[config.mk]
export PLATFORM = sky130hd
export DESIGN_NAME = gpiode_top
export DESIGN_NICKNAME = d
export VERILOG_FILES = /design/src/gpiode_pkg.sv /design/src/gpiode_top.sv /design/src/gpiode_fifo.sv
export VERILOG_INCLUDE_DIRS = /design/src /design/src/src
export SDC_FILE = /design/constraint.sdc
export NUM_CORES = 1
export LEC_CHECK = 0
export ABC_AREA = 1
export BUFFER_PORTS_ARGS = -buffer_cell sky130_fd_sc_hd__buf_2
export CORE_ASPECT_RATIO = 1.5
export CORE_MARGIN = 2
export CORE_UTILIZATION = 34
export CTS_CLUSTER_SIZE = 8
export DETAILED_ROUTE_END_ITERATION = 7
export PLACE_DENSITY = 0.56
export SLEW_MARGIN = 20
export SYNTH_ARGS = -nofsm -noshare
export SYNTH_HDL_FRONTEND = slang
export SYNTH_HIERARCHICAL = 1
export SYNTH_SLANG_ARGS = --single-unit
[constraint.sdc]
create_clock -name mclk -period 3.5 [get_ports mclk]
set_clock_uncertainty 0.1 [all_clocks]
set_input_delay 0.525 -clock mclk [delete_from_list [all_inputs] [get_ports mclk]]
set_output_delay 0.525 -clock mclk [all_outputs]
set_load 0.005 [all_outputs]
[src/gpiode_regs.svh]
// Purpose: timing counts, bit positions and reset values of the dual-edge pad
// Assumes: included by bare name from the top-level design file
// Notes:   definitions only
`ifndef GPIODE_REGS_SVH
`define GPIODE_REGS_SVH

`define GPIODE_CLK_PERIOD_NS   5
`define GPIODE_SYNC_STAGES     3
`define GPIODE_FIFO_WIDTH      2
`define GPIODE_FIFO_DEPTH      16
`define GPIODE_RISE_BIT        0
`define GPIODE_FALL_BIT        1
`define GPIODE_PAD_BIT         0
`define GPIODE_CAP_BIT         1
`define GPIODE_LAUNCH_BIT      2
`define GPIODE_RST_PAD_OUT     1'b0
`define GPIODE_RST_PAD_OE      1'b0
`define GPIODE_RST_PULL_UP     1'b1
`define GPIODE_RST_SYNC        3'h0
`define GPIODE_RST_WORD        2'h0
`define GPIODE_RST_ROUTE       5'h00

`endif

[src/gpiode_pkg.sv]
// Purpose: types shared by the dual-edge pad logic
// Assumes: nothing
// Notes:   one-hot codes; other codes fall back to unused mode and no dual-edge
package gpiode_pkg;

  typedef enum logic [4:0] {
    GPIODE_MODE_UNUSED = 5'h01,
    GPIODE_MODE_INPUT  = 5'h02,
    GPIODE_MODE_OUTPUT = 5'h04,
    GPIODE_MODE_BIDIR  = 5'h08,
    GPIODE_MODE_CLKOUT = 5'h10
  } gpiode_mode_t;

  typedef enum logic [2:0] {
    GPIODE_DE_NONE   = 3'h1,
    GPIODE_DE_NORMAL = 3'h2,
    GPIODE_DE_RESYNC = 3'h4
  } gpiode_de_t;

endpackage : gpiode_pkg

[src/gpiode_top.sv]
// Purpose: pad logic with input, output and drive-enable registers, dual-edge
// Assumes: capture and launch clocks far slower than mclk, oversampled here
// Notes:   registered samples reach the core through a 17-word buffer
`timescale 1ns/1ps
`default_nettype none

`include "gpiode_regs.svh"

// Functional notes
// - without dual-edge, the pad value appears on sample bit 0
// - dual-edge input: rising sample on bit 0, falling sample on bit 1
// - dual-edge words are two bits wide, sampled on both edges
// - without dual-edge, the pad is driven from drive bit 0
// - drive enable from core, registered or passed straight
// - only launch clock edges update output and drive-enable registers
// - only capture clock edges update the input sampling registers
// - secondary route works only with input registering off
// - normal dual-edge moves data on both rising and falling edges
// - resync dual-edge hands both bits over on rising edge only
// - resync holds falling sample half a period until next rise
// - pad is input, output, bidir, clock out or unused
// - registered output may be inverted onto the pad
// - each register chooses rising or falling edge of its clock; input and output registers only without dual-edge
// - during configuration the pad floats with weak pull-up
module gpiode_top (
  input  wire logic       mclk,
  input  wire logic       rst_b,
  input  wire logic       pad_in,
  output logic            pad_out,
  output logic            pad_oe,
  output logic            pad_pull_up,
  input  wire logic       launch_clock,
  input  wire logic       capture_clock,
  input  wire logic       configuring,
  input  wire logic [4:0] pad_mode,
  input  wire logic [2:0] dual_edge_io,
  input  wire logic       in_reg_en,
  input  wire logic       in_edge_fall,
  input  wire logic       out_reg_en,
  input  wire logic       out_invert,
  input  wire logic       out_edge_fall,
  input  wire logic       oe_reg_en,
  input  wire logic       oe_edge_fall,
  input  wire logic [1:0] drive_data,
  input  wire logic       drive_en,
  output logic      [1:0] sample_data,
  output logic            sample_valid,
  input  wire logic       sample_ready,
  output logic      [1:0] pad_direct,
  input  wire logic [4:0] secondary_dest,
  output logic      [4:0] secondary_pad_route,
  output logic            overrun,
  input  wire logic       overrun_clear
);

  function automatic logic settle(input logic s2, input logic s3,
                                  input logic old);
    settle = (s2 == s3) ? s3 : old;
  endfunction : settle

  function automatic logic rose(input logic prev, input logic cur);
    rose = ~prev & cur;
  endfunction : rose

  function automatic logic fell(input logic prev, input logic cur);
    fell = prev & ~cur;
  endfunction : fell

  logic [2:0] sync1;
  logic [2:0] sync2;
  logic [2:0] sync3;
  logic [2:0] filt;
  logic [2:0] filt_prev;
  logic       pad_f;
  logic       cap_r;
  logic       cap_f;
  logic       lch_r;
  logic       lch_f;

  logic       m_unused;
  logic       m_input;
  logic       m_output;
  logic       m_bidir;
  logic       m_clkout;
  logic       de_none;
  logic       de_normal;
  logic       de_resync;
  logic       in_act;

  logic       rise_q;
  logic       fall_q;
  logic       next_rise_q;
  logic       next_fall_q;
  logic [1:0] next_word;
  logic       next_push;
  logic       fifo_ready;

  logic       out_val;
  logic       out_hold1;
  logic       oe_val;

  // inputs from outside mclk: three flops, accepted once stages 2 and 3 agree
  always_ff @(posedge mclk)
  begin
    if (!rst_b)
    begin
      sync1 <= `GPIODE_RST_SYNC;
      sync2 <= `GPIODE_RST_SYNC;
      sync3 <= `GPIODE_RST_SYNC;
    end
    else
    begin
      sync1 <= {launch_clock, capture_clock, pad_in};
      sync2 <= sync1;
      sync3 <= sync2;
    end
  end

  always_ff @(posedge mclk)
  begin
    if (!rst_b)
    begin
      filt      <= `GPIODE_RST_SYNC;
      filt_prev <= `GPIODE_RST_SYNC;
    end
    else
    begin
      for (int i = 0; i < `GPIODE_SYNC_STAGES; i++)
      begin
        filt[i] <= settle(sync2[i], sync3[i], filt[i]);
      end
      filt_prev <= filt;
    end
  end

  assign pad_f = filt[`GPIODE_PAD_BIT];
  assign cap_r = rose(filt_prev[`GPIODE_CAP_BIT], filt[`GPIODE_CAP_BIT]);
  assign cap_f = fell(filt_prev[`GPIODE_CAP_BIT], filt[`GPIODE_CAP_BIT]);
  assign lch_r = rose(filt_prev[`GPIODE_LAUNCH_BIT], filt[`GPIODE_LAUNCH_BIT]);
  assign lch_f = fell(filt_prev[`GPIODE_LAUNCH_BIT], filt[`GPIODE_LAUNCH_BIT]);

  always_comb
  begin
    m_unused = 1'b0;
    m_input  = 1'b0;
    m_output = 1'b0;
    m_bidir  = 1'b0;
    m_clkout = 1'b0;
    unique case (gpiode_pkg::gpiode_mode_t'(pad_mode))
      gpiode_pkg::GPIODE_MODE_UNUSED: m_unused = 1'b1;
      gpiode_pkg::GPIODE_MODE_INPUT:  m_input  = 1'b1;
      gpiode_pkg::GPIODE_MODE_OUTPUT: m_output = 1'b1;
      gpiode_pkg::GPIODE_MODE_BIDIR:  m_bidir  = 1'b1;
      gpiode_pkg::GPIODE_MODE_CLKOUT: m_clkout = 1'b1;
      default:                        m_unused = 1'b1;
    endcase
  end

  always_comb
  begin
    de_none   = 1'b0;
    de_normal = 1'b0;
    de_resync = 1'b0;
    unique case (gpiode_pkg::gpiode_de_t'(dual_edge_io))
      gpiode_pkg::GPIODE_DE_NONE:   de_none   = 1'b1;
      gpiode_pkg::GPIODE_DE_NORMAL: de_normal = 1'b1;
      gpiode_pkg::GPIODE_DE_RESYNC: de_resync = 1'b1;
      default:                      de_none   = 1'b1;
    endcase
  end

  // input path keeps running in bidir whatever the drive enable says
  assign in_act = (m_input | m_bidir) & ~configuring;

  // capture word building; state advances only while the buffer has room
  always_comb
  begin
    next_rise_q = rise_q;
    next_fall_q = fall_q;
    next_word   = `GPIODE_RST_WORD;
    next_push   = 1'b0;
    if (in_act & in_reg_en)
    begin
      if (de_none)
      begin
        if (in_edge_fall ? cap_f : cap_r)
        begin
          next_word[`GPIODE_RISE_BIT] = pad_f;
          next_push = 1'b1;
        end
      end
      else if (de_normal)
      begin
        if (cap_r)
        begin
          next_word   = {fall_q, pad_f};
          next_rise_q = pad_f;
          next_push   = 1'b1;
        end
        if (cap_f)
        begin
          next_word   = {pad_f, rise_q};
          next_fall_q = pad_f;
          next_push   = 1'b1;
        end
      end
      else if (de_resync)
      begin
        if (cap_r)
        begin
          next_word   = {fall_q, rise_q};
          next_rise_q = pad_f;
          next_push   = 1'b1;
        end
        if (cap_f)
        begin
          next_fall_q = pad_f;
        end
      end
    end
  end

  always_ff @(posedge mclk)
  begin
    if (!rst_b)
    begin
      rise_q <= 1'b0;
      fall_q <= 1'b0;
    end
    else if (fifo_ready)
    begin
      rise_q <= next_rise_q;
      fall_q <= next_fall_q;
    end
  end

  // a sample lost to a full buffer sets overrun; set wins over clear
  always_ff @(posedge mclk)
  begin
    if (!rst_b)
    begin
      overrun <= 1'b0;
    end
    else if (next_push & ~fifo_ready)
    begin
      overrun <= 1'b1;
    end
    else if (overrun_clear)
    begin
      overrun <= 1'b0;
    end
  end

  gpiode_fifo #(
    .WIDTH (`GPIODE_FIFO_WIDTH),
    .DEPTH (`GPIODE_FIFO_DEPTH)
  ) u_fifo (
    .mclk      (mclk),
    .rst_b     (rst_b),
    .in_data   (next_word),
    .in_valid  (next_push),
    .in_ready  (fifo_ready),
    .out_data  (sample_data),
    .out_valid (sample_valid),
    .out_ready (sample_ready)
  );

  // unregistered input and the secondary route
  always_ff @(posedge mclk)
  begin
    if (!rst_b)
    begin
      pad_direct          <= `GPIODE_RST_WORD;
      secondary_pad_route <= `GPIODE_RST_ROUTE;
    end
    else
    begin
      pad_direct <= {1'b0, pad_f & in_act & ~in_reg_en};
      if (m_input & ~in_reg_en & ~configuring)
      begin
        secondary_pad_route <= secondary_dest & {5{pad_f}};
      end
      else
      begin
        secondary_pad_route <= `GPIODE_RST_ROUTE;
      end
    end
  end

  // output data register, stepped by launch clock edges only
  always_ff @(posedge mclk)
  begin
    if (!rst_b)
    begin
      out_val   <= `GPIODE_RST_PAD_OUT;
      out_hold1 <= `GPIODE_RST_PAD_OUT;
    end
    else if (!out_reg_en)
    begin
      out_val <= drive_data[`GPIODE_RISE_BIT];
    end
    else if (de_none)
    begin
      if (out_edge_fall ? lch_f : lch_r)
      begin
        out_val <= drive_data[`GPIODE_RISE_BIT];
      end
    end
    else if (de_normal)
    begin
      if (lch_r)
      begin
        out_val <= drive_data[`GPIODE_RISE_BIT];
      end
      else if (lch_f)
      begin
        out_val <= drive_data[`GPIODE_FALL_BIT];
      end
    end
    else if (de_resync)
    begin
      if (lch_r)
      begin
        out_val   <= drive_data[`GPIODE_RISE_BIT];
        out_hold1 <= drive_data[`GPIODE_FALL_BIT];
      end
      else if (lch_f)
      begin
        out_val <= out_hold1;
      end
    end
  end

  // drive-enable register, also on launch clock edges only
  always_ff @(posedge mclk)
  begin
    if (!rst_b)
    begin
      oe_val <= `GPIODE_RST_PAD_OE;
    end
    else if (!oe_reg_en)
    begin
      oe_val <= drive_en;
    end
    else if (oe_edge_fall ? lch_f : lch_r)
    begin
      oe_val <= drive_en;
    end
  end

  // pad drivers per mode
  always_ff @(posedge mclk)
  begin
    if (!rst_b)
    begin
      pad_out     <= `GPIODE_RST_PAD_OUT;
      pad_oe      <= `GPIODE_RST_PAD_OE;
      pad_pull_up <= `GPIODE_RST_PULL_UP;
    end
    else if (configuring | m_unused)
    begin
      pad_out     <= `GPIODE_RST_PAD_OUT;
      pad_oe      <= 1'b0;
      pad_pull_up <= 1'b1;
    end
    else
    begin
      pad_pull_up <= 1'b0;
      if (m_clkout)
      begin
        pad_out <= filt[`GPIODE_LAUNCH_BIT];
      end
      else
      begin
        pad_out <= out_val ^ (out_reg_en & out_invert);
      end
      pad_oe <= m_output | m_clkout | (m_bidir & oe_val);
    end
  end

endmodule : gpiode_top

`default_nettype wire

[src/gpiode_fifo.sv]
// Purpose: sample buffer between the capture logic and the core
// Assumes: single clock, synchronous active-low reset
// Notes:   registered output stage in front of the storage array
`timescale 1ns/1ps
`default_nettype none

module gpiode_fifo #(
  parameter int WIDTH = 2,
  parameter int DEPTH = 16
) (
  input  wire logic             mclk,
  input  wire logic             rst_b,
  input  wire logic [WIDTH-1:0] in_data,
  input  wire logic             in_valid,
  output logic                  in_ready,
  output logic      [WIDTH-1:0] out_data,
  output logic                  out_valid,
  input  wire logic             out_ready
);

  localparam int AW = $clog2(DEPTH);

  logic [WIDTH-1:0] mem [DEPTH];
  logic [AW-1:0]    wr_ptr;
  logic [AW-1:0]    rd_ptr;
  logic [AW:0]      count;
  logic             do_wr;
  logic             do_rd;

  assign in_ready = (count != (AW+1)'(DEPTH));
  assign do_wr    = in_valid & in_ready;
  assign do_rd    = (count != '0) & (~out_valid | out_ready);

  always_ff @(posedge mclk)
  begin
    if (do_wr)
    begin
      mem[wr_ptr] <= in_data;
    end
  end

  always_ff @(posedge mclk)
  begin
    if (!rst_b)
    begin
      wr_ptr <= '0;
      rd_ptr <= '0;
      count  <= '0;
    end
    else
    begin
      if (do_wr)
      begin
        wr_ptr <= AW'(wr_ptr + 1'b1);
      end
      if (do_rd)
      begin
        rd_ptr <= AW'(rd_ptr + 1'b1);
      end
      count <= (AW+1)'(count + (AW+1)'(do_wr) - (AW+1)'(do_rd));
    end
  end

  always_ff @(posedge mclk)
  begin
    if (!rst_b)
    begin
      out_data  <= '0;
      out_valid <= 1'b0;
    end
    else if (do_rd)
    begin
      out_data  <= mem[rd_ptr];
      out_valid <= 1'b1;
    end
    else if (out_ready)
    begin
      out_valid <= 1'b0;
    end
  end

endmodule : gpiode_fifo

`default_nettype wire

==> flow_summary.toml <==
[floorplan]
ios = 45
die_y_um = 131
die-area_um2 = 11600
initial_core_util_pct = 34.7
core_um2 = 10500
die_w_um = 88.7
rows = 46

[global_routing]
overflow = 0
grt_max_degree = 30
grt_pass1_wl_um = 11700
grtUsageTotal_pct = 13.4
antenna_found_initial = 0
grt_pass1_vias = 2721

[place]
portBuffers = 43
place.gp.congestion = 0.771
dp_hpwl_um = 5250
dpl_worst_slack_ps = 234

[layout]
area_delta_synth_final_pct = 17.4
final_common_cell = "nand2_1"
n_fill_cell = 1075
multi_input_area_um2 = 1420
layout.nets = 534
drive_gt1_share_pct = 16.3
postLayoutCoreUtil_pct = 40.8
register_area_um2 = 1860
antennaDiodeCount = 0
layout_common_cells = "nand2_1, inv_1, nor2_1"

[synth]
synth_seq_cells = 77
synthCells = 440
synth.avg_cell_area_um2 = 8.31
async_flop_share_pct = 0
syn_nets = 487
syn_area_um2 = 3660
yosysWarnings = 6
ys.flop_type = "dfxtp_1"
synth.distinct_cells = 36
synth-edff-count = 32
ys_seq_area_share_pct = 50.9

[route]
ant_nets = 0
dr.pass1.iters = 4
viasPerCell = 4.45
routed_wl_um = 7000
drc_errors = 0
wl_per_cell_um = 11.0
dr.first_iter.drc_count = 139
num_vias = 2828

[setup_path]
cp-start-kind = "flop"
required_ps = 3660
worst_setup_path_end_kind = "flop"
cp_data_arrival_time_ps = 3110
crit_path_max_fanout = 5
criticalPathCategory = "flop to flop"

[timing]
worstMarginPinSlew_ps = 872
setup_ws_ps = 551
hold_violations = 0
finalSetupViolations = 0
slew_headroom_pct = 41.5
setup_tns_ps = 0
period_share_pct = 84.3
fmax_mhz = 339
period_needed_ps = 2950
rsz0062_at_grt = "no"
slew_viol_final = 0

[clock_network]
cts_tree = "built"
cts.sinks = 77
clk_latency_ps = 330
htreeDepth = 3
cts_setup_buffers = 0
cts-resized-gates = 0
clock_tree.buffer_depth = 2
cts_buffers = 9
root_buffer = "clkbuf_16"
clkTransAtPathRegs_ps = 60
cts-hold-fix-buffers = 0

[pwr]
pwr-share-clk_pct = 37.2
p_leak_nw = 2.03
switching_share_pct = 28.8
ir_worst_vdd_v = 0.000334
power_frac_seq_pct = 42.2
combPwrFrac_pct = 20.6
p_int_mw = 1.80
power_density_nw_per_um2 = 590
netSwitchingPower_mw = 0.729

[min_path]
hp-class = "input port to flop"

[job]
maxCapViolCount = 0

[run_status]
status = "finished clean"
final timing paths:
path,startpoint,endpoint,slack (ps),depth (start not counted)
setup / recovery,filt[1],u_fifo/count[4],550,14
hold / removal,pad_in,sync1[0],280,3
setup reg to reg,filt[1],u_fifo/count[4],550,14
hold reg to reg,sync1[1],sync2[1],310,2
power by group through the flow:
| stage | clock network (mW) | logic (mW) | registers [mW] |
|---|---|---|---|
| 2_1_floorplan | 0 | 0.467 | 1.04 |
| 3_3_place_gp | 0 | 0.524 | 1.09 |
| 3_5_place_dp | 0 | 0.527 | 1.09 |
| 4_1_cts | 0.975 | 0.530 | 1.07 |
| 5_1_grt | 1.01 | 0.615 | 1.08 |
| 6_report | 0.941 | 0.521 | 1.07 |
sequential cells by signal (all words and copies together), names as in the netlist, 2 cells and up:
register and count:
filt 3, filt_prev 2, secondary_pad_route 5, sync1 3, sync2 3, sync3 3, u_fifo/count 5, u_fifo/mem 32
u_fifo/out_data 2, u_fifo/rd_ptr 4, u_fifo/wr_ptr 4
worst max-delay path, cell delays in order (launching register included):
cell	delay (ps)
dfxtp_1	380
ha_1	270
nor2_1	70
a21oi_1	110
nand3_1	130
a21oi_1	160
nand2_1	150
ha_1	320
inv_1	50
ha_1	150
inv_1	50
fa_1	400
o31ai_1	290
o21ai_0	120
a21oi_1	140
cell usage after synthesis (2+ instances only):
master / count / area (um2)
nand4_1: 3 / 18.8
buf_6: 2 / 22.5
edfxtp_1: 32 / 961
dfxtp_1: 45 / 901
xor2_1: 4 / 35.0
inv_1: 73 / 274
a21oi_1: 22 / 110
buf_4: 3 / 22.5
nor3_1: 3 / 15.0
o21bai_1: 2 / 15.0
o21ai_0: 14 / 70.1
buf_2: 2 / 10.0
nor2_1: 50 / 188
nand3_1: 35 / 175
ha_1: 15 / 188
nand3_2: 3 / 30.0
o21ai_1: 3 / 15.0
nand2_2: 5 / 31.3
nor2_2: 2 / 12.5
nand2_1: 100 / 375
inv_2: 7 / 26.3
metrics by stage:
step	instances	power, mW	area [um2]	hold WS [ps]
finish	635	2.53	4290	283
global route	635	2.70	4290	275
CTS	635	2.57	4290	267
detailed placement	620	1.61	3990	298
global placement	620	1.61	3990	296
floorplan	440	1.51	3660	290
per-layer routing:
layer	vias to the layer above	global-route usage [%]	share of wire (%)
met5	-	0	0
met4	0	5.70	1.9
met3	8	4.27	3.5
met2	49	24.6	55
met1	1292	13.6	40
li1	1479	-	-
logic make-up after synthesis:
logic type / Yosys count / share of synthesized area [%]
AND/OR/NAND/NOR: 207 / 24.9
AO/OA/AOI/OAI: 46 / 7.02
XOR/XNOR: 4 / 0.958
adder cells (fa/ha/maj): 16 / 5.68
flip-flops: 77 / 50.9
buffers and inverters: 89 / 10.4
other: 1 / 0.103
final cells by class:
type                            instances  share of cell area [%]
Timing Repair Buffer                   44                    5.19
Tap cell                              144                    4.20
Inverter                               81                    7.20
Clock buffer                            9                    5.25
Sequential cell                        77                    43.4
Multi-Input combinational cell        274                    33.0
Clock inverter                          6                    1.84
Note: power is estimated with default switching activity, not from simulation.
